`src/core/spicfg_consts.vh`:
```
// constants for the serial configuration register front end
`ifndef SPICFG_CONSTS_VH
`define SPICFG_CONSTS_VH
`define SPICFG_ADDR_W          15
`define SPICFG_ADDR_PRIMARY    15'h0000
`define SPICFG_ADDR_DEVCFG     15'h0002
`define SPICFG_ADDR_USRCFG     15'h0010
`define SPICFG_RST_PRIMARY     8'h30
`define SPICFG_RST_DEVCFG      8'h00
`define SPICFG_RST_USRCFG      8'h00
`define SPICFG_BIT_SOFTRST     7
`define SPICFG_BIT_ASCEND      5
`define SPICFG_BIT_OUTPIN      4
`define SPICFG_BIT_HOLD        0
`define SPICFG_MODE_NORMAL     2'h0
`define SPICFG_MODE_PDOWN      2'h3
`define SPICFG_SRST_NS         750
`define SPICFG_CLK_MHZ         50
`define SPICFG_SRST_CYC        ((`SPICFG_SRST_NS * `SPICFG_CLK_MHZ) / 1000)
`endif

```
`src/core/spicfg_regs.v`:
```
// serial configuration register bank front end, spi slave on sampled link pins
`timescale 1ns/1ns
`default_nettype none
// How it works
// - writing one to bit 7 of the primary register resets the whole chip
// - the soft reset bit clears itself on the first clock of the reset window
// - reset completes within 750 ns; host sends nothing meanwhile
// - streaming address increments when direction bit is one, else decrements
// - bit 4 of the primary register always reads one; read data leaves only on the serial out pin
// - primary register at address 0x0, resets to 0x30
// - device configuration register at address 0x2, resets to 0x00
// - mode field: zero normal, three power down, one and two reserved
// - address freeze bit holds the streaming address fixed
`include "spicfg_consts.vh"
module spicfg_regs (
    input  wire       mclk_i,       // system clock, 50 MHz
    input  wire       rstn_i,       // async reset, active low
    input  wire       sclk_i,       // spi serial clock
    input  wire       csn_i,        // spi chip select, active low
    input  wire       sdi_i,        // spi serial data in
    output reg        sdo_o,        // spi serial data out
    output reg        sdo_oe_o,     // sdo driven while reading
    output reg        chip_rst_o,   // full chip reset pulse window
    output reg        pdown_o,      // power-down mode selected
    output reg  [1:0] op_mode_o     // operating mode field
);
////////////////////////////////////////////////////////////////////////////////
// reset arrives at once but leaves through two flops, so all state wakes on one edge
reg        rst_s1;
reg        rst_s2;
always @(posedge mclk_i or negedge rstn_i) begin
    if (!rstn_i) begin
        rst_s1 <= 1'b0;
        rst_s2 <= 1'b0;
    end else begin
        rst_s1 <= 1'b1;
        rst_s2 <= rst_s1;
    end
end
// internal reset copy, released in step with the clock
wire rstn = rst_s2;
////////////////////////////////////////////////////////////////////////////////
// three-stage sampling of the link pins; a change counts once stages 2 and 3 agree
// pin order: serial clock, select, data; reset values equal the idle pin levels,
// so no false clock edge or select is seen right after reset
localparam [2:0] PIN_IDLE = 3'h2;
wire [2:0]       pin_raw = {sdi_i, csn_i, sclk_i};
wire [2:0]       pin_f;
wire [1:0]       pin_new;
genvar           gi;
generate
    for (gi = 0; gi < 3; gi = gi + 1) begin : g_pin
        reg [2:0] stage;
        reg       filt;
        always @(posedge mclk_i or negedge rstn) begin
            if (!rstn) begin
                stage <= {3{PIN_IDLE[gi]}};
                filt  <= PIN_IDLE[gi];
            end else begin
                stage <= {stage[1:0], pin_raw[gi]};
                if (stage[1] == stage[2])
                    filt <= stage[2];
            end
        end
        assign pin_f[gi] = filt;
        // clock and select also need the level one edge early, to spot their edges
        if (gi < 2) begin : g_early
            assign pin_new[gi] = (stage[1] == stage[2]) ? stage[2] : pin_f[gi];
        end
    end
endgenerate
wire sclk_f    = pin_f[0];
wire sdi_f     = pin_f[2];
wire sclk_new  = pin_new[0];
wire csn_new   = pin_new[1];
// edges count only inside a frame
wire sclk_rise = sclk_new & ~sclk_f & ~csn_new;
wire sclk_fall = ~sclk_new & sclk_f & ~csn_new;
////////////////////////////////////////////////////////////////////////////////
// frame: 1 r/w bit, 15 address bits, then data bytes
// a write commits on the eighth rising edge of its byte, so partial bytes are dropped
reg  [7:0]                  reg_primary;
reg  [7:0]                  reg_devcfg;
reg  [7:0]                  reg_usrcfg;
reg  [`SPICFG_ADDR_W-1:0]   addr;
reg  [4:0]                  bitcnt;
reg                         hdr_done;
reg                         rd;
reg  [7:0]                  shreg;
reg  [7:0]                  txreg;
reg  [9:0]                  srst_cnt;
reg                         srst_busy;
reg  [7:0]                  rdata;
// load value makes the counter reach zero on the last cycle of the window
localparam [31:0]           SRST_LOAD = `SPICFG_SRST_CYC - 1;
wire                        ascend = reg_primary[`SPICFG_BIT_ASCEND];
// address freeze overrides the direction bit
wire                        hold   = reg_usrcfg[`SPICFG_BIT_HOLD];
// byte as it stands once the current data bit is shifted in
wire [7:0]                  next_byte = {shreg[6:0], sdi_f};
always @* begin
    case (addr)
        `SPICFG_ADDR_PRIMARY: rdata = reg_primary | (8'h01 << `SPICFG_BIT_OUTPIN);
        `SPICFG_ADDR_DEVCFG:  rdata = reg_devcfg;
        `SPICFG_ADDR_USRCFG:  rdata = reg_usrcfg;
        // unmapped addresses read zero; writes to them are dropped
        default:              rdata = 8'h00;
    endcase
end
////////////////////////////////////////////////////////////////////////////////
// frame sequencer, register writes and the soft reset window
always @(posedge mclk_i or negedge rstn) begin
    if (!rstn) begin
        reg_primary <= `SPICFG_RST_PRIMARY;
        reg_devcfg  <= `SPICFG_RST_DEVCFG;
        reg_usrcfg  <= `SPICFG_RST_USRCFG;
        addr        <= {`SPICFG_ADDR_W{1'b0}};
        bitcnt      <= 5'h00;
        hdr_done    <= 1'b0;
        rd          <= 1'b0;
        shreg       <= 8'h00;
        txreg       <= 8'h00;
        srst_cnt    <= 10'h000;
        srst_busy   <= 1'b0;
        sdo_o       <= 1'b0;
        sdo_oe_o    <= 1'b0;
        chip_rst_o  <= 1'b0;
        pdown_o     <= 1'b0;
        op_mode_o   <= 2'h0;
    end else if (srst_busy) begin
        // whole bank back to defaults
        // link edges are ignored while the window runs, so the host must stay quiet
        reg_primary <= `SPICFG_RST_PRIMARY;
        reg_devcfg  <= `SPICFG_RST_DEVCFG;
        reg_usrcfg  <= `SPICFG_RST_USRCFG;
        hdr_done    <= 1'b0;
        bitcnt      <= 5'h00;
        sdo_oe_o    <= 1'b0;
        pdown_o     <= 1'b0;
        op_mode_o   <= 2'h0;
        // finish inside 750 ns
        // counts down from the load value; zero marks the last cycle of the window
        if (srst_cnt == 10'h000) begin
            srst_busy  <= 1'b0;
            chip_rst_o <= 1'b0;
        end else begin
            srst_cnt <= srst_cnt - 10'h001;
        end
    end else begin
        // mode outputs follow the register one clock later, straight from flops
        op_mode_o <= reg_devcfg[1:0];
        // power down on mode three only
        pdown_o   <= (reg_devcfg[1:0] == `SPICFG_MODE_PDOWN);
        // select high ends the frame and drops any partial byte
        if (csn_new) begin
            bitcnt   <= 5'h00;
            hdr_done <= 1'b0;
            sdo_oe_o <= 1'b0;
        end else if (sclk_rise) begin
            shreg <= next_byte;
            if (!hdr_done) begin
                if (bitcnt == 5'h00)
                    rd <= sdi_f;
                else
                    addr <= {addr[`SPICFG_ADDR_W-2:0], sdi_f};
                if (bitcnt == 5'h0f) begin
                    hdr_done <= 1'b1;
                    bitcnt   <= 5'h00;
                end else begin
                    bitcnt <= bitcnt + 5'h01;
                end
            end else begin
                if (bitcnt == 5'h07) begin
                    bitcnt <= 5'h00;
                    if (!rd) begin
                        if (addr == `SPICFG_ADDR_PRIMARY) begin
                            // the indicator bit is not stored; the read path supplies it
                            reg_primary <= next_byte & ~(8'h01 << `SPICFG_BIT_OUTPIN);
                            if (next_byte[`SPICFG_BIT_SOFTRST]) begin
                                srst_busy  <= 1'b1;
                                chip_rst_o <= 1'b1;
                                srst_cnt   <= SRST_LOAD[9:0];
                            end
                        end
                        if (addr == `SPICFG_ADDR_DEVCFG)
                            reg_devcfg <= next_byte;
                        if (addr == `SPICFG_ADDR_USRCFG)
                            reg_usrcfg <= next_byte;
                    end
                    // steps by the direction held before this byte
                    // freeze address
                    if (!hold) begin
                        if (ascend)
                            addr <= addr + 15'h0001;
                        else
                            addr <= addr - 15'h0001;
                    end
                end else begin
                    bitcnt <= bitcnt + 5'h01;
                end
            end
        end else if (sclk_fall && hdr_done && rd) begin
            // read data only on sdo
            // bits change after the falling edge so the host samples them on the next rise
            sdo_oe_o <= 1'b1;
            // first bit of each byte comes straight from the register, the rest from txreg
            if (bitcnt == 5'h00) begin
                sdo_o <= rdata[7];
                txreg <= {rdata[6:0], 1'b0};
            end else begin
                sdo_o <= txreg[7];
                txreg <= {txreg[6:0], 1'b0};
            end
        end
    end
end
endmodule // spicfg_regs
`default_nettype wire

```
`config.mk`:
```
export PLATFORM = sky130hd
export DESIGN_NAME = spicfg_regs
export DESIGN_NICKNAME = d
export VERILOG_FILES = /design/src/core/spicfg_regs.v
export VERILOG_INCLUDE_DIRS = /design/src /design/src/core
export SDC_FILE = /design/constraint.sdc
export NUM_CORES = 1
export LEC_CHECK = 0
export ABC_AREA = 1
export BUFFER_PORTS_ARGS = -buffer_cell sky130_fd_sc_hd__buf_2
export CORE_ASPECT_RATIO = 0.6
export CORE_MARGIN = 1
export CORE_UTILIZATION = 60
export CTS_CLUSTER_DIAMETER = 80
export CTS_CLUSTER_SIZE = 16
export DETAILED_ROUTE_END_ITERATION = 16
export GPL_ROUTABILITY_DRIVEN = 0
export PLACE_DENSITY = 0.87
export SETUP_SLACK_MARGIN = 0.02
export SYNTH_ARGS = -nofsm -noshare
export SYNTH_HDL_FRONTEND = slang
export SYNTH_SLANG_ARGS = --single-unit
```
`constraint.sdc`:
```
create_clock -name mclk_i -period 3.2 [get_ports mclk_i]
set_clock_uncertainty 0.15 [all_clocks]
set_input_delay 0.48 -clock mclk_i [delete_from_list [all_inputs] [get_ports mclk_i]]
set_output_delay 0.48 -clock mclk_i [all_outputs]
set_load 0.005 [all_outputs]
```
Yosys cells after proc, flatten, opt, wreduce, memory -nomap -nowiden

Cells that the tools add are included.

Register bits: 92
Input bits: 5
Output and inout bits: 6
Logic and storage cells: 153

Add/subtract/negate cells: 4
Equal/unequal tests: 16
Multiplexer cells: 75
Bitwise operators: 10
Reductions and logical operators: 24

Operators by type and width:

| operator                                                             | number |
|---|---|
| 8-bit two-way mux                                                    | 22 |
| 10-bit two-way mux                                                   | 9 |
| 15-bit two-way mux                                                   | 5 |
| 1-bit two-way mux                                                    | 31 |
| 5-bit two-way mux                                                    | 6 |
| 8-bit case mux with 3 select lines                                   | 1 |
| 6-bit AND reduction                                                  | 4 |
| 8-bit AND reduction                                                  | 2 |
| 15-bit by 1-bit adder with 15-bit output, second input constant      | 1 |
| 15-bit by 2-bit == test with 1-bit output, second input constant     | 1 |
| 15-bit by 5-bit == test with 1-bit output, second input constant     | 1 |
| 15-bit zero test                                                     | 1 |
| 15-bit by 1-bit subtractor with 15-bit output, second input constant | 1 |
| 2-bit nonzero test                                                   | 7 |
| 10-bit zero test                                                     | 1 |
| 10-bit by 1-bit subtractor with 10-bit output, second input constant | 1 |
| 2-bit by 1-bit != test with 1-bit output, second input constant      | 4 |
| 2-bit != test, second input constant                                 | 3 |
| 1-bit inverter                                                       | 6 |
| 3-bit nonzero test                                                   | 2 |
| 5-bit by 1-bit adder with 5-bit output, second input constant        | 1 |
| 5-bit by 3-bit == test with 1-bit output, second input constant      | 1 |
| 5-bit by 4-bit == test with 1-bit output, second input constant      | 1 |
| 5-bit zero test                                                      | 1 |
| 10 further kinds                                                     | 16 |

Longest topological paths before layout

Gate-level depths: netlist of run 1.

Word-level depth: 11
Gate-level depth with buffers: 12
Depth with buffers taken out: 12

Worst setup path before layout of run 1

OpenSTA, ideal clock, no wires.

Path kind: reg2reg
From: reg reg_primary[5]
To: reg addr[13]
Library setup time: 0.116 ns
Arrival: 1.797 ns
Required time: 2.934 ns
Setup slack: 1.137 ns
Stages on the path, launching flop included: 12
Clock period less this slack: 2.063 ns
Cell sequence: dfstp_2 inv_1 ha_1 nand2_1 nor2_1 nand2_1 nand3_1 nand2_1 nand3_1 nand3_1 nand2_1 nand2_1

Word-level cells in the longest chain between the ends: 4

RTL lines:

| element                | line              | RTL |
|---|---|---|
| from (decl)            | spicfg_regs.v:82  | `reg [7:0] reg_primary;` |
| from (signal assigned) | spicfg_regs.v:114 | `` reg_primary <= `SPICFG_RST_PRIMARY; `` |
| from (signal assigned) | spicfg_regs.v:133 | `` reg_primary <= `SPICFG_RST_PRIMARY; `` |
| from (signal assigned) | spicfg_regs.v:178 | `` reg_primary <= next_byte & ~(8'h01 << `SPICFG_BIT_OUTPIN); `` |
| 15-bit two-way mux     | spicfg_regs.v:193 | `if (ascend)` |
| 15-bit two-way mux     | spicfg_regs.v:192 | `if (!hold) begin` |
| 15-bit two-way mux     | spicfg_regs.v:173 | `if (bitcnt == 5'h07) begin` |
| 15-bit two-way mux     | spicfg_regs.v:161 | `if (!hdr_done) begin` |
| to (signal assigned)   | spicfg_regs.v:165 | `` addr <= {addr[`SPICFG_ADDR_W-2:0], sdi_f}; `` |
| to (signal assigned)   | spicfg_regs.v:194 | `addr <= addr + 15'h0001;` |
| to (signal assigned)   | spicfg_regs.v:196 | `addr <= addr - 15'h0001;` |
| to (decl)              | spicfg_regs.v:85  | `` reg [`SPICFG_ADDR_W-1:0] addr; `` |

Every way passes these cells. The select of a mux whose other input is x is not followed.
A chain may end at the register's enable or synchronous reset.

Final worst setup path of run 1

From: reg reg_primary[5]
To: reg addr[9]

Same word-level chain as after synthesis.

==> flow_metrics.env, run 1 <==
export IMPL_hpwl_um=9070
export IMPL_overflow=0
export IMPL_final_common_cell="nand2_1"
export IMPL_worstSetupPathType="reg -> reg"
export IMPL_final_core_util=0.694
export IMPL_totalPowerFinal_w=0.00266
export IMPL_setup_tns_ns=0
export IMPL_crit_top_cell="nand2_1"
export IMPL_min_delay_path_class="in -> reg"
export IMPL_finalWirelength_um=12200
export IMPL_grt_max_degree=68
export IMPL_period_share=0.804
export IMPL_startpoint="reg_primary[5]"
export IMPL_critical_path_startpoint_type="flop"
export IMPL_antenna_found_initial=0
export IMPL_die_area_um2=9110
export IMPL_cts_root_buf="clkbuf_16"
export IMPL_slowest_delay_ns=0.59
export IMPL_cp_arrival_ns=2.65
export IMPL_num_antenna_cells=0
export IMPL_fmax_ghz=0.389
export IMPL_grt_total_usage=0.298
export IMPL_drt_pass1_iterations=5
export IMPL_tightest_slew_ns=0.859
export IMPL_hold_depth=1
export IMPL_cts_tree="built"
export IMPL_path_max_fanout=14
export IMPL_io_pins=11
export IMPL_highest_layer="met4"
export IMPL_ys_flop_type="dfrtp_1"
export IMPL_slew_violations=0
export IMPL_dr_wl_met3_um=1240
export IMPL_syn_inst=699
export IMPL_core_area_um2=8160
export IMPL_timing_rr_end="addr[9]"
export IMPL_numCtsBuffers=9
export IMPL_synthToLayoutAreaGrowth_pct=8.35
export IMPL_start_util=0.641
export IMPL_min_from="csn_i"
export IMPL_synth_area_per_cell_um2=7.48
export IMPL_syn_nets=724
export IMPL_reg2reg_from="reg_primary[5]"
export IMPL_met2_length_um=5310
export IMPL_ys_warn_count=0
export IMPL_crit_family="simple AND/OR/NAND/NOR gates"
export IMPL_drt_iter0_drc=604
export IMPL_htree_levels=3
export IMPL_min_period_ns=2.57
export IMPL_post_drt_wl_per_cell_um=14.8
export IMPL_final_hold_violation_count=0
export IMPL_crit_chain="inv_1 > ha_1 > nand2_1 > nor2_1 > nand2_1 > nand3_1 > nand2_1 > nand3_1 > nand3_1 > nand2_1 > nand2_1"
export IMPL_ys_seq_area_frac=0.432
export IMPL_synth_area_um2=5230
export IMPL_drtAntennaViolNets=0
export IMPL_worstPathRequired_ns=3.27
export IMPL_reg2regPathDepth=11
export IMPL_num_rows=25
export IMPL_power_density_nw_per_um2=470
export IMPL_viasPerCell=5.67
export IMPL_die_x_um=123
export IMPL_worstSetupEndpointType="flop"
export IMPL_slowest_stage="dfstp_2"
export IMPL_rsz0062_at_grt="false"
export IMPL_slew_headroom=0.427
export IMPL_ir_drop_mv=0.424
export IMPL_die_h_um=74.3
export IMPL_grt_pass1_wl_um=20800
export IMPL_clkTransAtPathRegs_ns=0.06
export IMPL_async_reset_ff_frac=1.00
export IMPL_yosysUniqueCellTypes=37
export IMPL_hold_end="g_pin[1].stage[0]"
export IMPL_fin_nets=737
export IMPL_status="completed"
export IMPL_stdcell_count=825
export IMPL_final_cell_mix="nand2_1 (213), inv_1 (97), dfrtp_1 (84)"
export IMPL_synth_edf_count=0
export IMPL_drc_errors=0
export IMPL_place_inst=808
export IMPL_ys_seq_elements=90
export IMPL_clkLatencyLatePin_ns=0.34
export IMPL_drive_gt1_frac=0.103
export IMPL_setup_violations_final=0
export IMPL_first_global_vias=4395
export IMPL_leakage_nw=3.01
export IMPL_io_buffers=10
export IMPL_worst_path_buf_inv=1
export IMPL_vias=4677
export IMPL_regToRegSetupSlack_ns=0.63
export IMPL_cts_path_max_buffers=2
export IMPL_cts_sinks=90
export IMPL_maxCapViolations=0
export IMPL_wl_met1_um=5560
## worst max-delay path by stage
stage / end / slack (ns) / cells past startpoint
after global routing: addr[13] / 0.45 / 11
after global placement: addr[13] / 0.83 / 11
after floorplan: addr[0] / 0.37 / 0
final: addr[9] / 0.63 / 11
after CTS: addr[9] / 0.70 / 11
after detailed placement: addr[9] / 0.72 / 11
## routing by layer
layer	track usage	vias to the layer above
li1	-	2237
met1	0.429	2216
met2	0.445	209
met3	0.0874	15
met4	0.0691	0
met5	0	-
## cell families (layout without fill, tap and decap cells)
logic type | after synthesis | in the layout | share of synthesized area
XOR/XNOR | 9 | 9 | 0.0151
other | 1 | 1 | 0.000717
AND/OR/NAND/NOR | 385 | 385 | 0.319
buffers and inverters | 113 | 131 | 0.0909
AO/OA/AOI/OAI | 80 | 80 | 0.0916
flip-flops | 90 | 90 | 0.432
adder cells (fa/ha/maj) | 21 | 21 | 0.0512
## flip-flops by register name, indices dropped and copies added (netlist names)
signal       flops
rd               1
srst_cnt        10
txreg            7
rst_s1           1
rst_s2           1
srst_busy        1
hdr_done         1
op_mode_o        2
bitcnt           5
sdo_o            1
shreg            7
reg_devcfg       8
chip_rst_o       1
reg_usrcfg       8
addr            15
reg_primary      7
pdown_o          1
g_pin.filt       3
g_pin.stage      9
sdo_oe_o         1
## synthesized netlist by cell type, types with 3 or more instances
master / n / area (um^2)
a21oi_1: 10 / 50.1
buf_4: 3 / 22.5
buf_6: 5 / 56.3
clkbuf_1: 4 / 15.0
dfrtp_1: 85 / 2130
dfstp_2: 5 / 131
ha_1: 19 / 238
inv_1: 97 / 364
nand2_1: 213 / 800
nand2_2: 4 / 25.0
nand3_1: 67 / 335
nand3b_1: 3 / 22.5
nand4_1: 7 / 43.8
nor2_1: 71 / 267
nor2_2: 5 / 31.3
nor2_4: 4 / 45.0
nor3_1: 4 / 20.0
o21ai_0: 27 / 135
o21ai_1: 15 / 75.1
o21ai_2: 16 / 140
o22ai_1: 9 / 56.3
xnor2_1: 3 / 26.3
xor2_1: 6 / 52.6
## layout make-up
| class | count | area, um^2 |
|---|---|---|
| flip-flops and latches | 90 | 2260 |
| multi-input cells | 496 | 2500 |
| repair buffers | 15 | 90.1 |
| fillers | 641 | 2500 |
| inverters | 100 | 377 |
| clock inverters | 4 | 50.0 |
| well taps | 108 | 135 |
| clock buffers | 12 | 256 |
## report_power, final
group	switching [W]	internal (W)	total (W)	leakage, nW
combinational	0.000254	0.000108	0.000362	1.66
clock	0.000419	0.000646	0.00107	0.145
sequential	0.0000511	0.00119	0.00124	1.21
total	0.000724	0.00194	0.00266	3.01
## stage by stage
| stage | hold slack (ns) | setup WS (ns) | cell area, um^2 |
|---|---|---|---|
| floorplan | 0.0344 | 0.366 | 5230 |
| global placement | 0.114 | 0.829 | 5350 |
| detailed placement | 0.115 | 0.717 | 5350 |
| CTS | 0.0798 | 0.697 | 5670 |
| global route | 0.0749 | 0.447 | 5670 |
| finish | 0.0878 | 0.627 | 5670 |
## repair_timing
action	in CTS	in global routing
resized for setup	0	0
hold buffers	1	0
buffers inserted	0	0
hold endpoints to repair	2	0
No activity file was read; power rests on OpenSTA's default activity.
==> run 2: changes to the inputs <==
- clock period: 3.2 -> 2.6 ns (I/O delays scaled with it)
==> flow_metrics.env, run 2 (synthesis gave the netlist of run 1 again) <==
export IMPL_maxCapViolations=0
export IMPL_met2_length_um=5670
export IMPL_worstPathRequired_ns=2.69
export IMPL_clkTransAtPathRegs_ns=0.07
export IMPL_cts_path_max_buffers=2
export IMPL_io_buffers=10
export IMPL_grt_pass1_wl_um=21100
export IMPL_power_density_nw_per_um2=576
export IMPL_hold_slack_ns=0.171
export IMPL_finalWirelength_um=12800
export IMPL_period_share=0.927
export IMPL_largest_reg_flops=15
export IMPL_slew_headroom=0.521
export IMPL_ir_drop_mv=0.497
export IMPL_dr_wl_met3_um=1140
export IMPL_die_area_um2=9110
export IMPL_htree_levels=3
export IMPL_first_global_vias=4368
export IMPL_antenna_found_initial=0
export IMPL_leakage_nw=3.05
export IMPL_cts_root_buf="clkbuf_16"
export IMPL_min_delay_path_class="reg -> async"
export IMPL_clkLatencyLatePin_ns=0.34
export IMPL_final_cell_mix="nand2_1 (213), inv_1 (96), dfrtp_1 (84)"
export IMPL_num_antenna_cells=0
export IMPL_hpwl_um=9050
export IMPL_place_inst=809
export IMPL_start_util=0.641
export IMPL_worstSetupPathType="reg -> reg"
export IMPL_min_period_ns=2.41
export IMPL_viasPerCell=5.73
export IMPL_final_hold_violation_count=0
export IMPL_vias=4756
export IMPL_die_x_um=123
export IMPL_fin_nets=742
export IMPL_drt_iter0_drc=581
export IMPL_cp_arrival_ns=2.50
export IMPL_cts_tree="built"
export IMPL_critical_path_startpoint_type="flop"
export IMPL_numCtsBuffers=9
export IMPL_grt_max_degree=43
export IMPL_worstSetupEndpointType="flop"
export IMPL_highest_layer="met4"
export IMPL_num_rows=25
export IMPL_drtAntennaViolNets=0
export IMPL_max_flop_register="addr"
export IMPL_path_max_fanout=14
export IMPL_wl_met1_um=5810
export IMPL_drc_errors=0
export IMPL_setup_violations_final=0
export IMPL_io_pins=11
export IMPL_slew_violations=0
export IMPL_finalInstanceArea_um2=5730
export IMPL_grt_total_usage=0.306
export IMPL_post_drt_wl_per_cell_um=15.5
export IMPL_die_h_um=74.3
export IMPL_status="completed"
export IMPL_synthToLayoutAreaGrowth_pct=9.47
export IMPL_core_area_um2=8160
export IMPL_drt_pass1_iterations=6
export IMPL_tightest_slew_ns=0.717
export IMPL_overflow=0
export IMPL_reg_top3="addr x15, srst_cnt x10, g_pin.stage x9"
export IMPL_stdcell_count=830
export IMPL_fmax_ghz=0.415
export IMPL_rsz0062_at_grt="false"
export IMPL_placed_cell_area_um2=5360
export IMPL_final_common_cell="nand2_1"
export IMPL_setup_tns_ns=0
export IMPL_cts_sinks=90
export IMPL_drive_gt1_frac=0.108
## run 2: cell types whose count changed in the layout (fill, tap and decap cells not counted)
| cell | delta |
|---|---|
| dlygate4sd3_1 | +3 |
| buf_12 | +1 |
| buf_4 | +1 |
| clkbuf_1 | -1 |
| clkbuf_8 | -1 |
| clkinv_2 | +1 |
| clkinv_4 | +1 |
| inv_1 | -1 |
| inv_6 | +1 |
## run 2: layout make-up
cell class	instances	area, um^2
Clock buffer	10	239
Clock inverter	6	65.1
Fill cell	628	2440
Inverter	100	380
Multi-Input combinational cell	496	2500
Sequential cell	90	2260
Tap cell	108	135
Timing Repair Buffer	20	148
## run 2: repair_timing
| item | 4_1_cts | 5_1_grt |
|---|---|---|
| gates resized for setup | 0 | 1 |
| setup endpoints to repair | 0 | 5 |
| hold endpoints to repair | 5 | 0 |
| buffers inserted | 0 | 1 |
| hold buffers | 4 | 0 |
## run 2: power by group
| part | leakage (nW) | internal [W] | switching, W | total [W] |
|---|---|---|---|---|
| Combinational | 1.69 | 0.000136 | 0.000320 | 0.000456 |
| Sequential | 1.21 | 0.00146 | 0.0000558 | 0.00151 |
| Clock | 0.149 | 0.000773 | 0.000555 | 0.00133 |
| Total | 3.05 | 0.00237 | 0.000931 | 0.00330 |
## run 2: path summary, 6_finish.rpt
kind	to	slack [ns]	start	cells after the start
max	addr[14]	0.19	reg_primary[5]	13
min	bitcnt[3]	0.17	rst_s2	0
max reg2reg	addr[14]	0.19	reg_primary[5]	13
min reg2reg	bitcnt[3]	0.17	rst_s2	0
max in group asynchronous	g_pin[1].stage[1]	1.36	rst_s2	1
min in group mclk_i	rst_s2	0.20	rst_s1	0
## run 2: per-stage QoR
stage	util	power (W)	worst slack, ns
after floorplan	-	0.00185	0.537
after global placement	0.656	0.00195	0.262
after CTS	0.699	0.00329	0.157
after detailed placement	0.656	0.00197	0.183
after global routing	0.701	0.00341	0.0471
final	0.701	0.00330	0.189
## run 2: metal layers
metal | vias to the layer above | GRT usage
met2 | 240 | 0.479
met4 | 0 | 0.0921
li1 | 2253 | -
met5 | - | 0
met1 | 2220 | 0.431
met3 | 43 | 0.0690
## run 2: critical path, stage by stage (launching register included)
cell,delay [ns]
dfstp_2,0.61
clkinvlp_4,0.12
buf_12,0.16
ha_1,0.36
nand2_1,0.14
inv_1,0.05
nand2_1,0.09
nand3_1,0.15
nand2_1,0.15
nand2_1,0.07
nand2_1,0.07
nand3_1,0.06
nand2_1,0.08
nand2_1,0.05
